`src/nvm_params.svh`:
```
// constants for the nvm access controller: offsets, fields, timing
// assumes a 50 MHz core clock and a calibrated oscillator enable
`ifndef NVM_PARAMS_SVH
`define NVM_PARAMS_SVH
// ----------------------------------------
// register map
// ----------------------------------------
`define NVM_IO_OFS       6'h20
`define NVM_CTRL_ADDR    6'h1c
`define NVM_DATA_ADDR    6'h1d
`define NVM_ADRL_ADDR    6'h1e
`define NVM_ADRH_ADDR    6'h1f
// ----------------------------------------
// control fields
// ----------------------------------------
`define NVM_PM_HI        5
`define NVM_PM_LO        4
`define NVM_RIE          3
`define NVM_MPE          2
`define NVM_PE           1
`define NVM_RE           0
`define NVM_MODE_RST     2'h0
`define NVM_DATA_RST     8'h00
// ----------------------------------------
// timing
// ----------------------------------------
`define NVM_MPE_CYC      3'h4
`define NVM_WR_STALL     3'h2
`define NVM_RD_STALL     3'h4
`define NVM_OSC_KHZ      8000
`define NVM_ATOMIC_US    3400
`define NVM_SPLIT_US     1800
`endif

```
`src/nvm_pkg.sv`:
```
// types shared by the nvm access controller
// assumes nvm_params.svh is compiled alongside
package nvm_pkg;
  typedef enum logic [1:0] {
    NVM_IDLE = 2'b00,
    NVM_BUSY = 2'b01
  } nvm_state_t;
  // one core access to the i/o space
  typedef struct packed {
    logic       wr;
    logic       rd;
    logic       data_space;
    logic [6:0] addr;
    logic [7:0] wdata;
  } nvm_io_req_t;
endpackage : nvm_pkg

```
`src/nvm_ctrl.sv`:
```
// nvm access controller: byte eeprom behind four core i/o registers
// assumes one core access per cycle, an oscillator tick enable and an
// external array macro answering reads combinationally
//
// Overview of operation
// - master program enable self-clears four cycles after being set
// - program enable start only while master enable still set
// - mode 00 erase+write 3.4 ms, 01 erase 1.8 ms, 10 write 1.8 ms
// - program enable reads one while busy, cleared when time elapses
// - starting programming stalls the core two cycles
// - mode field writes ignored while program enable set
// - reset clears mode field to 00 unless programming in progress
// - reset during programming lets the write finish
// - read strobe loads addressed byte into data register at once
// - read strobe stalls the core four cycles
// - no reads and no address changes while programming
// - ready interrupt level when enabled, global flag set, not busy
// - data register feeds writes and receives read bytes
// - nine-bit linear address, reset value undefined
// - reserved bits read zero and ignore writes
// - registers at i/o address and at i/o address plus 0x20
// - programming time counted on the calibrated oscillator
// - write-only on unerased byte may store corrupted data
`include "nvm_params.svh"
module nvm_ctrl
  import nvm_pkg::*;
#(
  parameter int unsigned ATOMIC_TICKS = `NVM_OSC_KHZ*`NVM_ATOMIC_US/1000,
  parameter int unsigned SPLIT_TICKS  = `NVM_OSC_KHZ*`NVM_SPLIT_US/1000
) (
  input  wire logic        clock,
  input  wire logic        reset_n,
  input  wire nvm_io_req_t io_req,
  input  wire logic        global_irq_en,
  input  wire logic        osc_tick,
  input  wire logic [7:0]  array_rdata,
  output logic      [7:0]  io_rdata,
  output logic             core_stall,
  output logic             ready_irq,
  output logic      [8:0]  array_addr,
  output logic      [7:0]  array_wdata,
  output logic             array_erase,
  output logic             array_write
);
  import nvm_pkg::*;

  // ----------------------------------------
  // address decode
  // ----------------------------------------
  function automatic logic hit(input nvm_io_req_t r, input logic [5:0] a);
    logic [6:0] eff;
    eff = r.data_space ? (r.addr - {1'b0, `NVM_IO_OFS}) : r.addr;
    return eff == {1'b0, a};
  endfunction : hit

  logic       wr_ctrl, wr_data, wr_adrl, wr_adrh;
  logic       rd_hit_c, rd_hit_d, rd_hit_l, rd_hit_h;
  assign wr_ctrl  = io_req.wr && hit(io_req, `NVM_CTRL_ADDR);
  assign wr_data  = io_req.wr && hit(io_req, `NVM_DATA_ADDR);
  assign wr_adrl  = io_req.wr && hit(io_req, `NVM_ADRL_ADDR);
  assign wr_adrh  = io_req.wr && hit(io_req, `NVM_ADRH_ADDR);
  assign rd_hit_c = io_req.rd && hit(io_req, `NVM_CTRL_ADDR);
  assign rd_hit_d = io_req.rd && hit(io_req, `NVM_DATA_ADDR);
  assign rd_hit_l = io_req.rd && hit(io_req, `NVM_ADRL_ADDR);
  assign rd_hit_h = io_req.rd && hit(io_req, `NVM_ADRH_ADDR);

  // ----------------------------------------
  // state
  // ----------------------------------------
  nvm_state_t  state_q, state_d;
  logic [1:0]  mode_q, mode_d;
  logic        rie_q, rie_d;
  logic        mpe_q, mpe_d;
  logic [2:0]  mpe_cnt_q, mpe_cnt_d;
  logic [8:0]  addr_q, addr_d;
  logic [7:0]  data_q, data_d;
  logic [2:0]  stall_q, stall_d;
  logic [31:0] tick_q, tick_d;
  logic [7:0]  rdata_q, rdata_d;
  logic        irq_q, irq_d;
  logic        erase_q, erase_d, write_q, write_d;
  logic        busy;
  logic        pe_start;
  logic [7:0]  ctrl_rd;

  assign busy = (state_q == NVM_BUSY);
  // start only with master enable armed
  assign pe_start = wr_ctrl && io_req.wdata[`NVM_PE] && mpe_q && !busy
                    && mode_q != 2'h3;

  always_comb begin
    ctrl_rd = 8'h00;
    ctrl_rd[`NVM_PM_HI:`NVM_PM_LO] = mode_q;
    ctrl_rd[`NVM_RIE] = rie_q;
    ctrl_rd[`NVM_MPE] = mpe_q;
    ctrl_rd[`NVM_PE]  = busy;
  end

  always_comb begin
    state_d   = state_q;
    mode_d    = mode_q;
    rie_d     = rie_q;
    mpe_d     = mpe_q;
    mpe_cnt_d = mpe_cnt_q;
    addr_d    = addr_q;
    data_d    = data_q;
    stall_d   = (stall_q != 3'h0) ? stall_q - 3'h1 : 3'h0;
    tick_d    = tick_q;
    erase_d   = erase_q;
    write_d   = write_q;
    rdata_d   = 8'h00;
    if (mpe_q) begin
      mpe_cnt_d = mpe_cnt_q - 3'h1;
      if (mpe_cnt_q == 3'h1) mpe_d = 1'b0;
    end
    if (wr_ctrl) begin
      rie_d = io_req.wdata[`NVM_RIE];
      if (!busy) mode_d = io_req.wdata[`NVM_PM_HI:`NVM_PM_LO];
      if (io_req.wdata[`NVM_MPE]) begin
        mpe_d     = 1'b1;
        mpe_cnt_d = `NVM_MPE_CYC;
      end
      // read lands in data register now
      if (io_req.wdata[`NVM_RE] && !busy) begin
        data_d  = array_rdata;
        stall_d = `NVM_RD_STALL;
      end
    end
    if (wr_data) data_d = io_req.wdata;
    if (wr_adrl && !busy) addr_d[7:0] = io_req.wdata;
    if (wr_adrh && !busy) addr_d[8] = io_req.wdata[0];
    if (pe_start) begin
      state_d = NVM_BUSY;
      mpe_d   = 1'b0;
      stall_d = `NVM_WR_STALL;
      tick_d  = (mode_q == 2'h0) ? ATOMIC_TICKS : SPLIT_TICKS;
      erase_d = (mode_q != 2'h2);
      write_d = (mode_q != 2'h1);
    end
    if (busy && osc_tick) begin
      tick_d = tick_q - 32'd1;
      if (tick_q == 32'd1) begin
        state_d = NVM_IDLE;
        erase_d = 1'b0;
        write_d = 1'b0;
      end
    end
    if (rd_hit_c) rdata_d = ctrl_rd;
    if (rd_hit_d) rdata_d = data_q;
    if (rd_hit_l) rdata_d = addr_q[7:0];
    if (rd_hit_h) rdata_d = {7'h00, addr_q[8]};
    irq_d = rie_d && global_irq_en && (state_d == NVM_IDLE);
  end

  // ----------------------------------------
  // registers
  // ----------------------------------------
  always_ff @(posedge clock) begin
    if (!reset_n) begin
      // mode cleared only when idle
      // busy tested first: an unknown state at power-up must reset
      if (busy) begin
        state_q <= state_d;
        mode_q  <= mode_q;
        erase_q <= erase_d;
        write_q <= write_d;
        tick_q  <= tick_d;
        // data feeds the running write, so it must hold
        data_q  <= data_q;
      end else begin
        state_q <= NVM_IDLE;
        mode_q  <= `NVM_MODE_RST;
        erase_q <= 1'b0;
        write_q <= 1'b0;
        tick_q  <= 32'd0;
        data_q  <= `NVM_DATA_RST;
      end
      rie_q     <= 1'b0;
      mpe_q     <= 1'b0;
      mpe_cnt_q <= 3'h0;
      stall_q   <= 3'h0;
      rdata_q   <= 8'h00;
      irq_q     <= 1'b0;
    end else begin
      state_q   <= state_d;
      mode_q    <= mode_d;
      rie_q     <= rie_d;
      mpe_q     <= mpe_d;
      mpe_cnt_q <= mpe_cnt_d;
      data_q    <= data_d;
      stall_q   <= stall_d;
      tick_q    <= tick_d;
      erase_q   <= erase_d;
      write_q   <= write_d;
      rdata_q   <= rdata_d;
      irq_q     <= irq_d;
    end
  end

  // address has no reset, only a defined load path
  always_ff @(posedge clock) begin
    addr_q <= addr_d;
  end

  // stall counter is a flop, so the output is registered
  assign io_rdata    = rdata_q;
  assign core_stall  = stall_q != 3'h0;
  assign ready_irq   = irq_q;
  assign array_addr  = addr_q;
  assign array_wdata = data_q;
  assign array_erase = erase_q;
  assign array_write = write_q;
endmodule : nvm_ctrl

```
`config.mk`:
```
export PLATFORM = sky130hd
export DESIGN_NAME = nvm_ctrl
export DESIGN_NICKNAME = d
export VERILOG_FILES = /design/src/nvm_pkg.sv /design/src/nvm_ctrl.sv
export VERILOG_INCLUDE_DIRS = /design/src
export SDC_FILE = /design/constraint.sdc
export NUM_CORES = 1
export LEC_CHECK = 0
export ABC_AREA = 1
export BUFFER_PORTS_ARGS = -buffer_cell sky130_fd_sc_hd__buf_2
export CORE_ASPECT_RATIO = 2
export CORE_UTILIZATION = 61
export DETAILED_ROUTE_END_ITERATION = 8
export PLACE_DENSITY = 0.93
export REMOVE_ABC_BUFFERS = 1
export SLEW_MARGIN = 15
export SYNTH_ARGS = -nofsm -noshare
export SYNTH_HDL_FRONTEND = slang
export SYNTH_SLANG_ARGS = --single-unit
```
`constraint.sdc`:
```
create_clock -name clock -period 3.6 [get_ports clock]
set_input_delay 0.54 -clock clock [delete_from_list [all_inputs] [get_ports clock]]
set_output_delay 0.54 -clock clock [all_outputs]
set_load 0.05 [all_outputs]
```
==> results of run 1 <==
worst max-delay path by stage:
| stage | end | slack (ns) | from | cells past startpoint |
|---|---|---|---|---|
| global route | tick_q[23]$_DFF_P_ | 1.40 | state_q[0]$_DFF_P_ | 6 |
| detailed placement | tick_q[20]$_DFF_P_ | 1.31 | reset_n | 5 |
| finish | tick_q[23]$_DFF_P_ | 1.61 | state_q[0]$_DFF_P_ | 6 |
| floorplan | array_addr[0]$_DFFE_PP_ | 1.60 | io_req[12] | 6 |
| global placement | tick_q[18]$_DFF_P_ | 1.37 | reset_n | 5 |
| CTS | tick_q[23]$_DFF_P_ | 1.58 | state_q[0]$_DFF_P_ | 6 |
flip-flops by register name (all words and copies together), names as in the netlist:
| signal | cells |
|---|---|
| array_addr | 9 |
| array_erase | 1 |
| array_wdata | 8 |
| array_write | 1 |
| io_rdata | 8 |
| mode_q | 2 |
| mpe_cnt_q | 3 |
| mpe_q | 1 |
| ready_irq | 1 |
| rie_q | 1 |
| stall_q | 3 |
| state_q | 2 |
| tick_q | 32 |
stage by stage:
| step | area [µm²] | total power [W] | util (%) | hold WS [ns] |
|---|---|---|---|---|
| after global routing | 4522 | 0.003620 | 74.67 | 0.3938 |
| after global placement | 4223 | 0.002420 | 69.73 | 0.4688 |
| after detailed placement | 4223 | 0.002478 | 69.73 | 0.4872 |
| after CTS | 4522 | 0.003387 | 74.67 | 0.3948 |
| after floorplan | 3820 | 0.002188 | - | 0.4567 |
| final | 4522 | 0.003402 | 74.67 | 0.3954 |
critical path, delay by kind of cell (launching register included):
family                 cells  cell delay [ns]
AOI/OAI and AO/OA          1             0.29
and+or+nand+nor            3             0.70
buffers and inverters      2             0.54
DFF                        1             0.37
kinds of logic after synthesis:
group,after synthesis
buffers and inverters,99
AO/OA/AOI/OAI,53
XOR/XNOR,7
AND/OR/NAND/NOR,296
flip-flops,72
adder cells (fa/ha/maj),6
layer usage:
| metal | up-vias | share of wire [%] | wire length, µm |
|---|---|---|---|
| met5 | - | 0 | 0 |
| met1 | 1717 | 33 | 3301 |
| met3 | 54 | 6.0 | 604 |
| li1 | 1799 | - | - |
| met4 | 0 | 6.1 | 617 |
| met2 | 172 | 55 | 5526 |
where the power goes:
part / total, W / switching, W / leakage, nW / internal (W)
logic: 0.00131 / 0.000901 / 1.48 / 0.000413
registers: 0.00120 / 0.000177 / 0.605 / 0.00102
clock network: 0.000892 / 0.000338 / 0.145 / 0.000554
final cells by class:
cell class                      count  area [µm²]  area share (%)
Sequential cell                    72        1632           36.08
Multi-Input combinational cell    362        1854           41.01
Tap cell                           84       105.1           2.324
Clock buffer                       11       242.7           5.368
Inverter                           89       334.1           7.388
Timing Repair Buffer               59       297.8           6.586
Clock inverter                      5       56.30           1.245
layout by cell type, fill, tap and decap left out, types with 2 or more instances in the layout:
cell       Yosys  layout
inv_2          6       6
a31oi_1        2       2
nand2_1      114     114
o21ai_0       29      29
nor3_1        12      12
nand3_1       37      37
xnor2_1        2       2
buf_2          3      58
nor2_1        78      78
dfxtp_1       53      53
nor3_2         2       2
nor2_2        10      10
xor2_1         5       5
clkinv_2       0       2
nand2_2        9       9
inv_1         83      83
nor2_4        12      12
nand3_2        5       5
a21oi_1       14      14
nand4_1        8       8
o21ai_1        4       4
edfxtp_1      19      19
clkbuf_16      0       9
ha_1           6       6
==> key figures, run 1 <==
Min path
  • Hold Startpoint: io_req[7]
  • Worst Hold Class: primary input to register
  • Hold Path End: array_addr[7]$_DFFE_PP_
  • Hold Crit Depth: 1

Synthesis
  • Post-synth EDFFs: 19
  • Most common cell in the synthesized netlist: nand2_1
  • Main combinational cell family by area after synthesis: simple AND/OR/NAND/NOR gates
  • Mapped cell area: 0.003891 mm²
  • Unique masters post-synth: 38
  • XOR/XNOR Fraction of Synth Area: 1.576%
  • Synth warnings: 0
  • Ys flop type: dfxtp_1
  • Cell count after synthesis: 533
  • Adder-cell share of the synthesized area: 1.929%
  • Synthesized area per cell: 7.301 µm²
  • Mux cell area share after synthesis: 0%
  • Yosys top cell by area: dfxtp_1
  • Ys async rst share: 0%
  • Synth Area in Simple Gates: 37.01%
  • Synth Register Bits: 72
  • Compound-Gate Fraction of Synth Area: 7.138%
  • Sequential fraction of the synthesis area: 41.93%
  • Post-synth top area share: 27.27%
  • Synth top area cells: dfxtp_1, edfxtp_1, nand2_1
  • Synth cell count leaders: nand2_1, inv_1, nor2_1, dfxtp_1, nand3_1

Die
  • Cell Rows: 40
  • Die height: 115.0 µm
  • IO Count: 59
  • Core area: 0.006056 mm²
  • Starting Density: 64.26%
  • Area of the die: 0.006722 mm²
  • Die width: 58.48 µm

STA
  • Fmax: 0.5027 GHz
  • Tmin final: 1.989 ns
  • Setup TNS: 0 ns
  • Final setup violation count: 0
  • Slew @ Worst Pin: 0.6540 ns
  • Final Max Slew Viols: 0
  • Setup Skew: 0.006563 ns
  • Final period utilization: 55.26%
  • RSZ-0062 raised after global routing: false
  • Hold Vio Cnt, Final: 0
  • Slew HR: 56.06%
  • Setup WS post-layout: 1.611 ns

Placement
  • # port buffers: 58
  • Pre-CTS setup slack: 1.315 ns
  • Routability cong.: 0.8867
  • Detailed Place HPWL: 7413 µm
  • Placed insts: 666

Finish
  • Synth-to-layout area growth: 16.21%
  • Share of cells above drive strength 1: 20.74%
  • Post-Layout Cell Count: 682
  • Nets: 629
  • Number of diodes: 0
  • Layout fillers: 420

Flow run
  • Max Cap Violations: 0

Route
  • Iteration-0 DRC Markers: 246
  • Residual DRC: 0
  • Final wirelength: 10050 µm
  • Post-route ant nets: 0
  • Vias per Instance: 5.487
  • Drt first pass iters: 5
  • Avg WL per Cell: 14.73 µm
  • Vias: 3742

Worst setup path
  • CP max stage cell: inv_1
  • CP arrival: 2.23 ns
  • R2r setup slk: 1.61 ns
  • Crit-path max cell delay: 0.47 ns
  • CP Class: register to register
  • Worst EP required: 3.85 ns
  • Crit Path Max Fanout: 20
  • Crit-path cells: inv_2 -> nor2_4 -> nor2_4 -> inv_1 -> nand2_1 -> o21ai_0
  • Worst path most repeated cell: nor2_4
  • FF-to-FF End: tick_q[23]$_DFF_P_
  • R2r startpoint: state_q[0]$_DFF_P_
  • Startpoint types: register
  • Crit end category: register
  • R2r worst-path depth: 6

Pwr
  • Power Dens Cells: 752.3 mW/mm²
  • Max IR drop VDD: 0.0005267 V
  • Leakage: 2.228 nW

Clock tree
  • Cts hold-fix bufs: 0
  • CTS tree: yes
  • Post CTS Setup Buffer Count: 0
  • Post-CTS resize count: 0
  • Maximum buffer depth of the clock tree: 2
  • Root Buffer: clkbuf_16
  • Total clock sinks: 72
  • Worst-path clk slew: 0.06 ns
  • Clk_lat worst skew: 0.34 ns
  • CTS Buf Count: 9
  • H-tree depth: 3

GRT
  • Met3 Usage GRT: 11.25%
  • First-pass GRT wire length: 16850 µm
  • Met1 GRT Util: 28.94%
  • Largest net degree at the start of global routing: 27
  • GR Util All Layers: 33.39%
  • Initial antenna violation count: 0
  • Vias in the first global route: 3847
  • Total congestion overflow: 0
  • GR Util met2: 61.15%
  • GRT busiest layer: met2

Run status
  • Status: finished, final reports clean
Power figures use the tool's default switching activity.
==> inputs of run 2 (changes only) <==
--- a/config.mk
+++ b/config.mk
@@ -6,12 +6,12 @@
 export SDC_FILE = /design/constraint.sdc
 export NUM_CORES = 1
 export LEC_CHECK = 0
-export ABC_AREA = 1
+export ABC_AREA = 0
 export BUFFER_PORTS_ARGS = -buffer_cell sky130_fd_sc_hd__buf_2
 export CORE_ASPECT_RATIO = 2
-export CORE_UTILIZATION = 61
+export CORE_UTILIZATION = 50
 export DETAILED_ROUTE_END_ITERATION = 8
-export PLACE_DENSITY = 0.93
+export PLACE_DENSITY = 0.83
 export REMOVE_ABC_BUFFERS = 1
 export SLEW_MARGIN = 15
 export SYNTH_ARGS = -nofsm -noshare
==> constraint.sdc (replaced) <==
create_clock -name clock -period 1.7 [get_ports clock]
set_input_delay 0.255 -clock clock [delete_from_list [all_inputs] [get_ports clock]]
set_output_delay 0.255 -clock clock [all_outputs]
set_load 0.05 [all_outputs]
==> key figures, run 2 <==
Run status
  • Status: finished with violations
  • Failing checks: setup timing

Finish
  • Top reg by flops: tick_q
  • Number of diodes: 0 (unchanged)
  • Largest register FFs: 32 (unchanged)
  • Finished Core Util: 80.72% (+6.1 points)
  • Post-Layout Cell Count: 620 (-9.1%)
  • Area occupied by multi-input gates: 0.002016 mm² (+8.7%)
  • Synth-to-layout area growth: 56.96%
  • Commonest non-fill, non-tap cell in the layout: buf_4
  • Layout fillers: 325 (-23%)
  • Commonest cells after routing, fill and taps aside: buf_4, buf_2, dfxtp_1
  • Register area: 0.001643 mm² (+0.69%)
  • Share of cells above drive strength 1: 49.44% (+29 points)
  • Nets: 563 (-10%)

STA
  • RSZ-0062 raised after global routing: true
  • Final Max Slew Viols: 0 (unchanged)
  • Final setup violation count: 42 (+42)
  • Tmin final: 2.243 ns (+0.2535 ns)
  • Setup WS post-layout: -0.5429 ns (-2.154 ns)
  • Setup Skew: 0.01055 ns (+0.003983 ns)
  • Final period utilization: 131.9% (+77 points)
  • Slew @ Worst Pin: 0.6680 ns (+0.01399 ns)
  • Slew HR: 55.09% (-0.97 points)
  • Fmax: 0.4458 GHz (-11%)
  • Hold Vio Cnt, Final: 0 (unchanged)

Worst setup path
  • Worst EP required: 1.91 ns (-1.94 ns)
  • Crit Path Max Fanout: 5 (-75%)
  • R2r worst-path depth: 7 (+1)
  • Crit-path cells: or4_4 -> nor4_4 -> buf_6 -> buf_4 -> nand3_4 -> nor4b_4 -> nor2_1
  • Startpoint types: register
  • FF-to-FF End: state_q[0]$_DFF_P_
  • CP arrival: 2.45 ns (+0.22 ns)
  • R2r setup slk: -0.54 ns (-2.15 ns)
  • Crit-path max cell delay: 0.55 ns (+0.08 ns)
  • CP Class: register to register
  • Crit end category: register
  • R2r startpoint: tick_q[18]$_DFF_P_
  • CP max stage cell: or4_4

Route
  • Avg WL per Cell: 23.53 µm (+60%)
  • Post-route ant nets: 0 (unchanged)
  • Vias: 4032 (+7.7%)
  • Final wirelength: 14590 µm (+45%)
  • Iteration-0 DRC Markers: 508 (+110%)
  • Drt first pass iters: 9 (+4)
  • Vias per Instance: 6.503 (+19%)
  • Residual DRC: 0 (unchanged)

GRT
  • GR Util All Layers: 37.35% (+4.0 points)
  • Largest net degree at the start of global routing: 17 (-37%)
  • Initial antenna violation count: 1 (+1)
  • First-pass GRT wire length: 19100 µm (+13%)
  • Vias in the first global route: 3853 (+0.16%)
  • Total congestion overflow: 0 (unchanged)

Synthesis
  • Synth Register Bits: 72 (unchanged)
  • Ys flop type: dfxtp_1
  • Synth cell count leaders: dfxtp_1, nor2_1, a21oi_1, nand2_1, edfxtp_1
  • Synthesized area per cell: 9.384 µm² (+29%)
  • Cell count after synthesis: 360 (-32%)
  • Ys async rst share: 0% (unchanged)
  • Post-synth top area share: 31.41% (+4.1 points)
  • Most common cell in the synthesized netlist: dfxtp_1
  • Sequential fraction of the synthesis area: 48.30% (+6.4 points)
  • Synth warnings: 0 (unchanged)
  • Post-synth EDFFs: 19 (unchanged)
  • Yosys top cell by area: dfxtp_1
  • Synth top area cells: dfxtp_1, edfxtp_1, nor2_1
  • Unique masters post-synth: 55 (+45%)
  • Mapped cell area: 0.003378 mm² (-13%)

Clock tree
  • Root Buffer: clkbuf_16
  • CTS Buf Count: 9 (unchanged)
  • Clk_lat worst skew: 0.35 ns (about the same)
  • Worst-path clk slew: 0.07 ns (about the same)
  • Total clock sinks: 72 (unchanged)
  • Maximum buffer depth of the clock tree: 2 (unchanged)
  • CTS tree: yes
  • H-tree depth: 3 (unchanged)

Die
  • Starting Density: 51.43% (-13 points)
  • Die width: 60.12 µm (+2.8%)
  • Core area: 0.006569 mm² (+8.5%)
  • IO Count: 59 (unchanged)
  • Cell Rows: 42 (+5.0%)
  • Die height: 118.2 µm (+2.9%)
  • Area of the die: 0.007109 mm² (+5.8%)

Pwr
  • Max IR drop VDD: 0.0009014 V (+71%)
  • Power Dens Cells: 1090 mW/mm² (+45%)
  • Leakage: 2.359 nW (+5.9%)

Placement
  • # port buffers: 58 (unchanged)
  • Detailed Place HPWL: 7646 µm (+3.1%)
  • Routability cong.: 0.9091 (+2.5%)
  • Placed insts: 589 (-12%)

Flow run
  • Max Cap Violations: 0 (unchanged)

Min path
  • Hold Crit Depth: 1 (unchanged)
  • Hold Path End: array_addr[7]$_DFFE_PP_
  • Hold Startpoint: io_req[7]
  • Worst Hold Class: primary input to register
run 2: changes by cell type in the layout (fill, tap and decap cells not counted), moves of 7 or more:
cell      previous run  this run
buf_4                1        94
buf_6                0        16
dfxtp_1             53        44
dfxtp_2              0         9
inv_1               83        13
mux2i_1              0        17
nand2_1            114        13
nand3_1             37         6
nor2_1              78        42
nor2_2              10         1
nor2_4              12         5
o211ai_1             0         7
o21ai_0             29         8
run 2: what timing repair did:
item / 4_1_cts / 5_1_grt
gates resized for setup: 57 / 60
pin swaps: 24 / 32
setup endpoints to repair: 40 / 43
hold buffers: 0 / 0
setup buffers: 8 / 12
run 2: cell type report:
cell class,instances,area share [%]
tap,88,2.076
multi-input combinational,259,38.01
timing repair buffer,168,22.18
sequential,72,30.98
inverter,17,1.274
clock inverter,6,1.156
clock buffer,10,4.318
run 2: logic make-up after synthesis:
logic type	count (synthesis)	share of synthesized area [%]
buffers and inverters	29	3.259
DFF	72	48.30
AOI/OAI and AO/OA	74	14.07
and+or+nand+nor	155	25.30
muxes	17	5.037
adders and majority gates	6	2.222
xor gates and xnor gates	7	1.815
run 2: per-stage QoR:
stage                     setup TNS (ns)  hold WS [ns]  cell area [µm²]  power, W  setup slack (ns)
after detailed placement          -12.77        0.4510             4446  0.003258           -0.3466
after global placement            -10.22        0.4352             4446  0.003203           -0.3249
after global routing              -9.959       0.09174             5303  0.005960           -0.6510
after floorplan                   -17.54        0.3539             3332  0.002581           -0.8046
final                             -6.854        0.1059             5303  0.005782           -0.5429
after CTS                         -3.703       0.09808             5004  0.005376           -0.3695
run 2: power by group:
part | switching [W] | internal [W] | total (W) | leakage [nW]
Combinational | 0.000933 | 0.000864 | 0.00180 | 1.61
Sequential | 0.000166 | 0.00193 | 0.00210 | 0.610
Clock | 0.000755 | 0.00113 | 0.00189 | 0.142
Total | 0.00185 | 0.00393 | 0.00578 | 2.36
run 2: layer usage:
| metal | GRT usage, % | part of all wire (%) | vias to the layer above |
|---|---|---|---|
| met5 | 0 | 0 | - |
| met2 | 61.81 | 51 | 340 |
| li1 | - | - | 1673 |
| met4 | 31.25 | 9.1 | 0 |
| met3 | 13.24 | 8.9 | 147 |
| met1 | 33.85 | 31 | 1872 |
run 2: worst max-delay path: cells and delay by family (launching register included):
kind	cells	cell delay (ns)
flip-flops	1	0.32
buffers and inverters	2	0.30
AND/OR/NAND/NOR	5	1.49
run 2: worst max path at each step:
stage,to,startpoint,slack (ns)
after CTS,tick_q[25]$_DFF_P_,tick_q[13]$_DFF_P_,-0.37
after detailed placement,tick_q[25]$_DFF_P_,tick_q[18]$_DFF_P_,-0.35
final,state_q[0]$_DFF_P_,tick_q[18]$_DFF_P_,-0.54
after global placement,tick_q[25]$_DFF_P_,tick_q[18]$_DFF_P_,-0.32
after global routing,state_q[0]$_DFF_P_,tick_q[18]$_DFF_P_,-0.65
after floorplan,tick_q[26]$_DFF_P_,tick_q[3]$_DFF_P_,-0.80
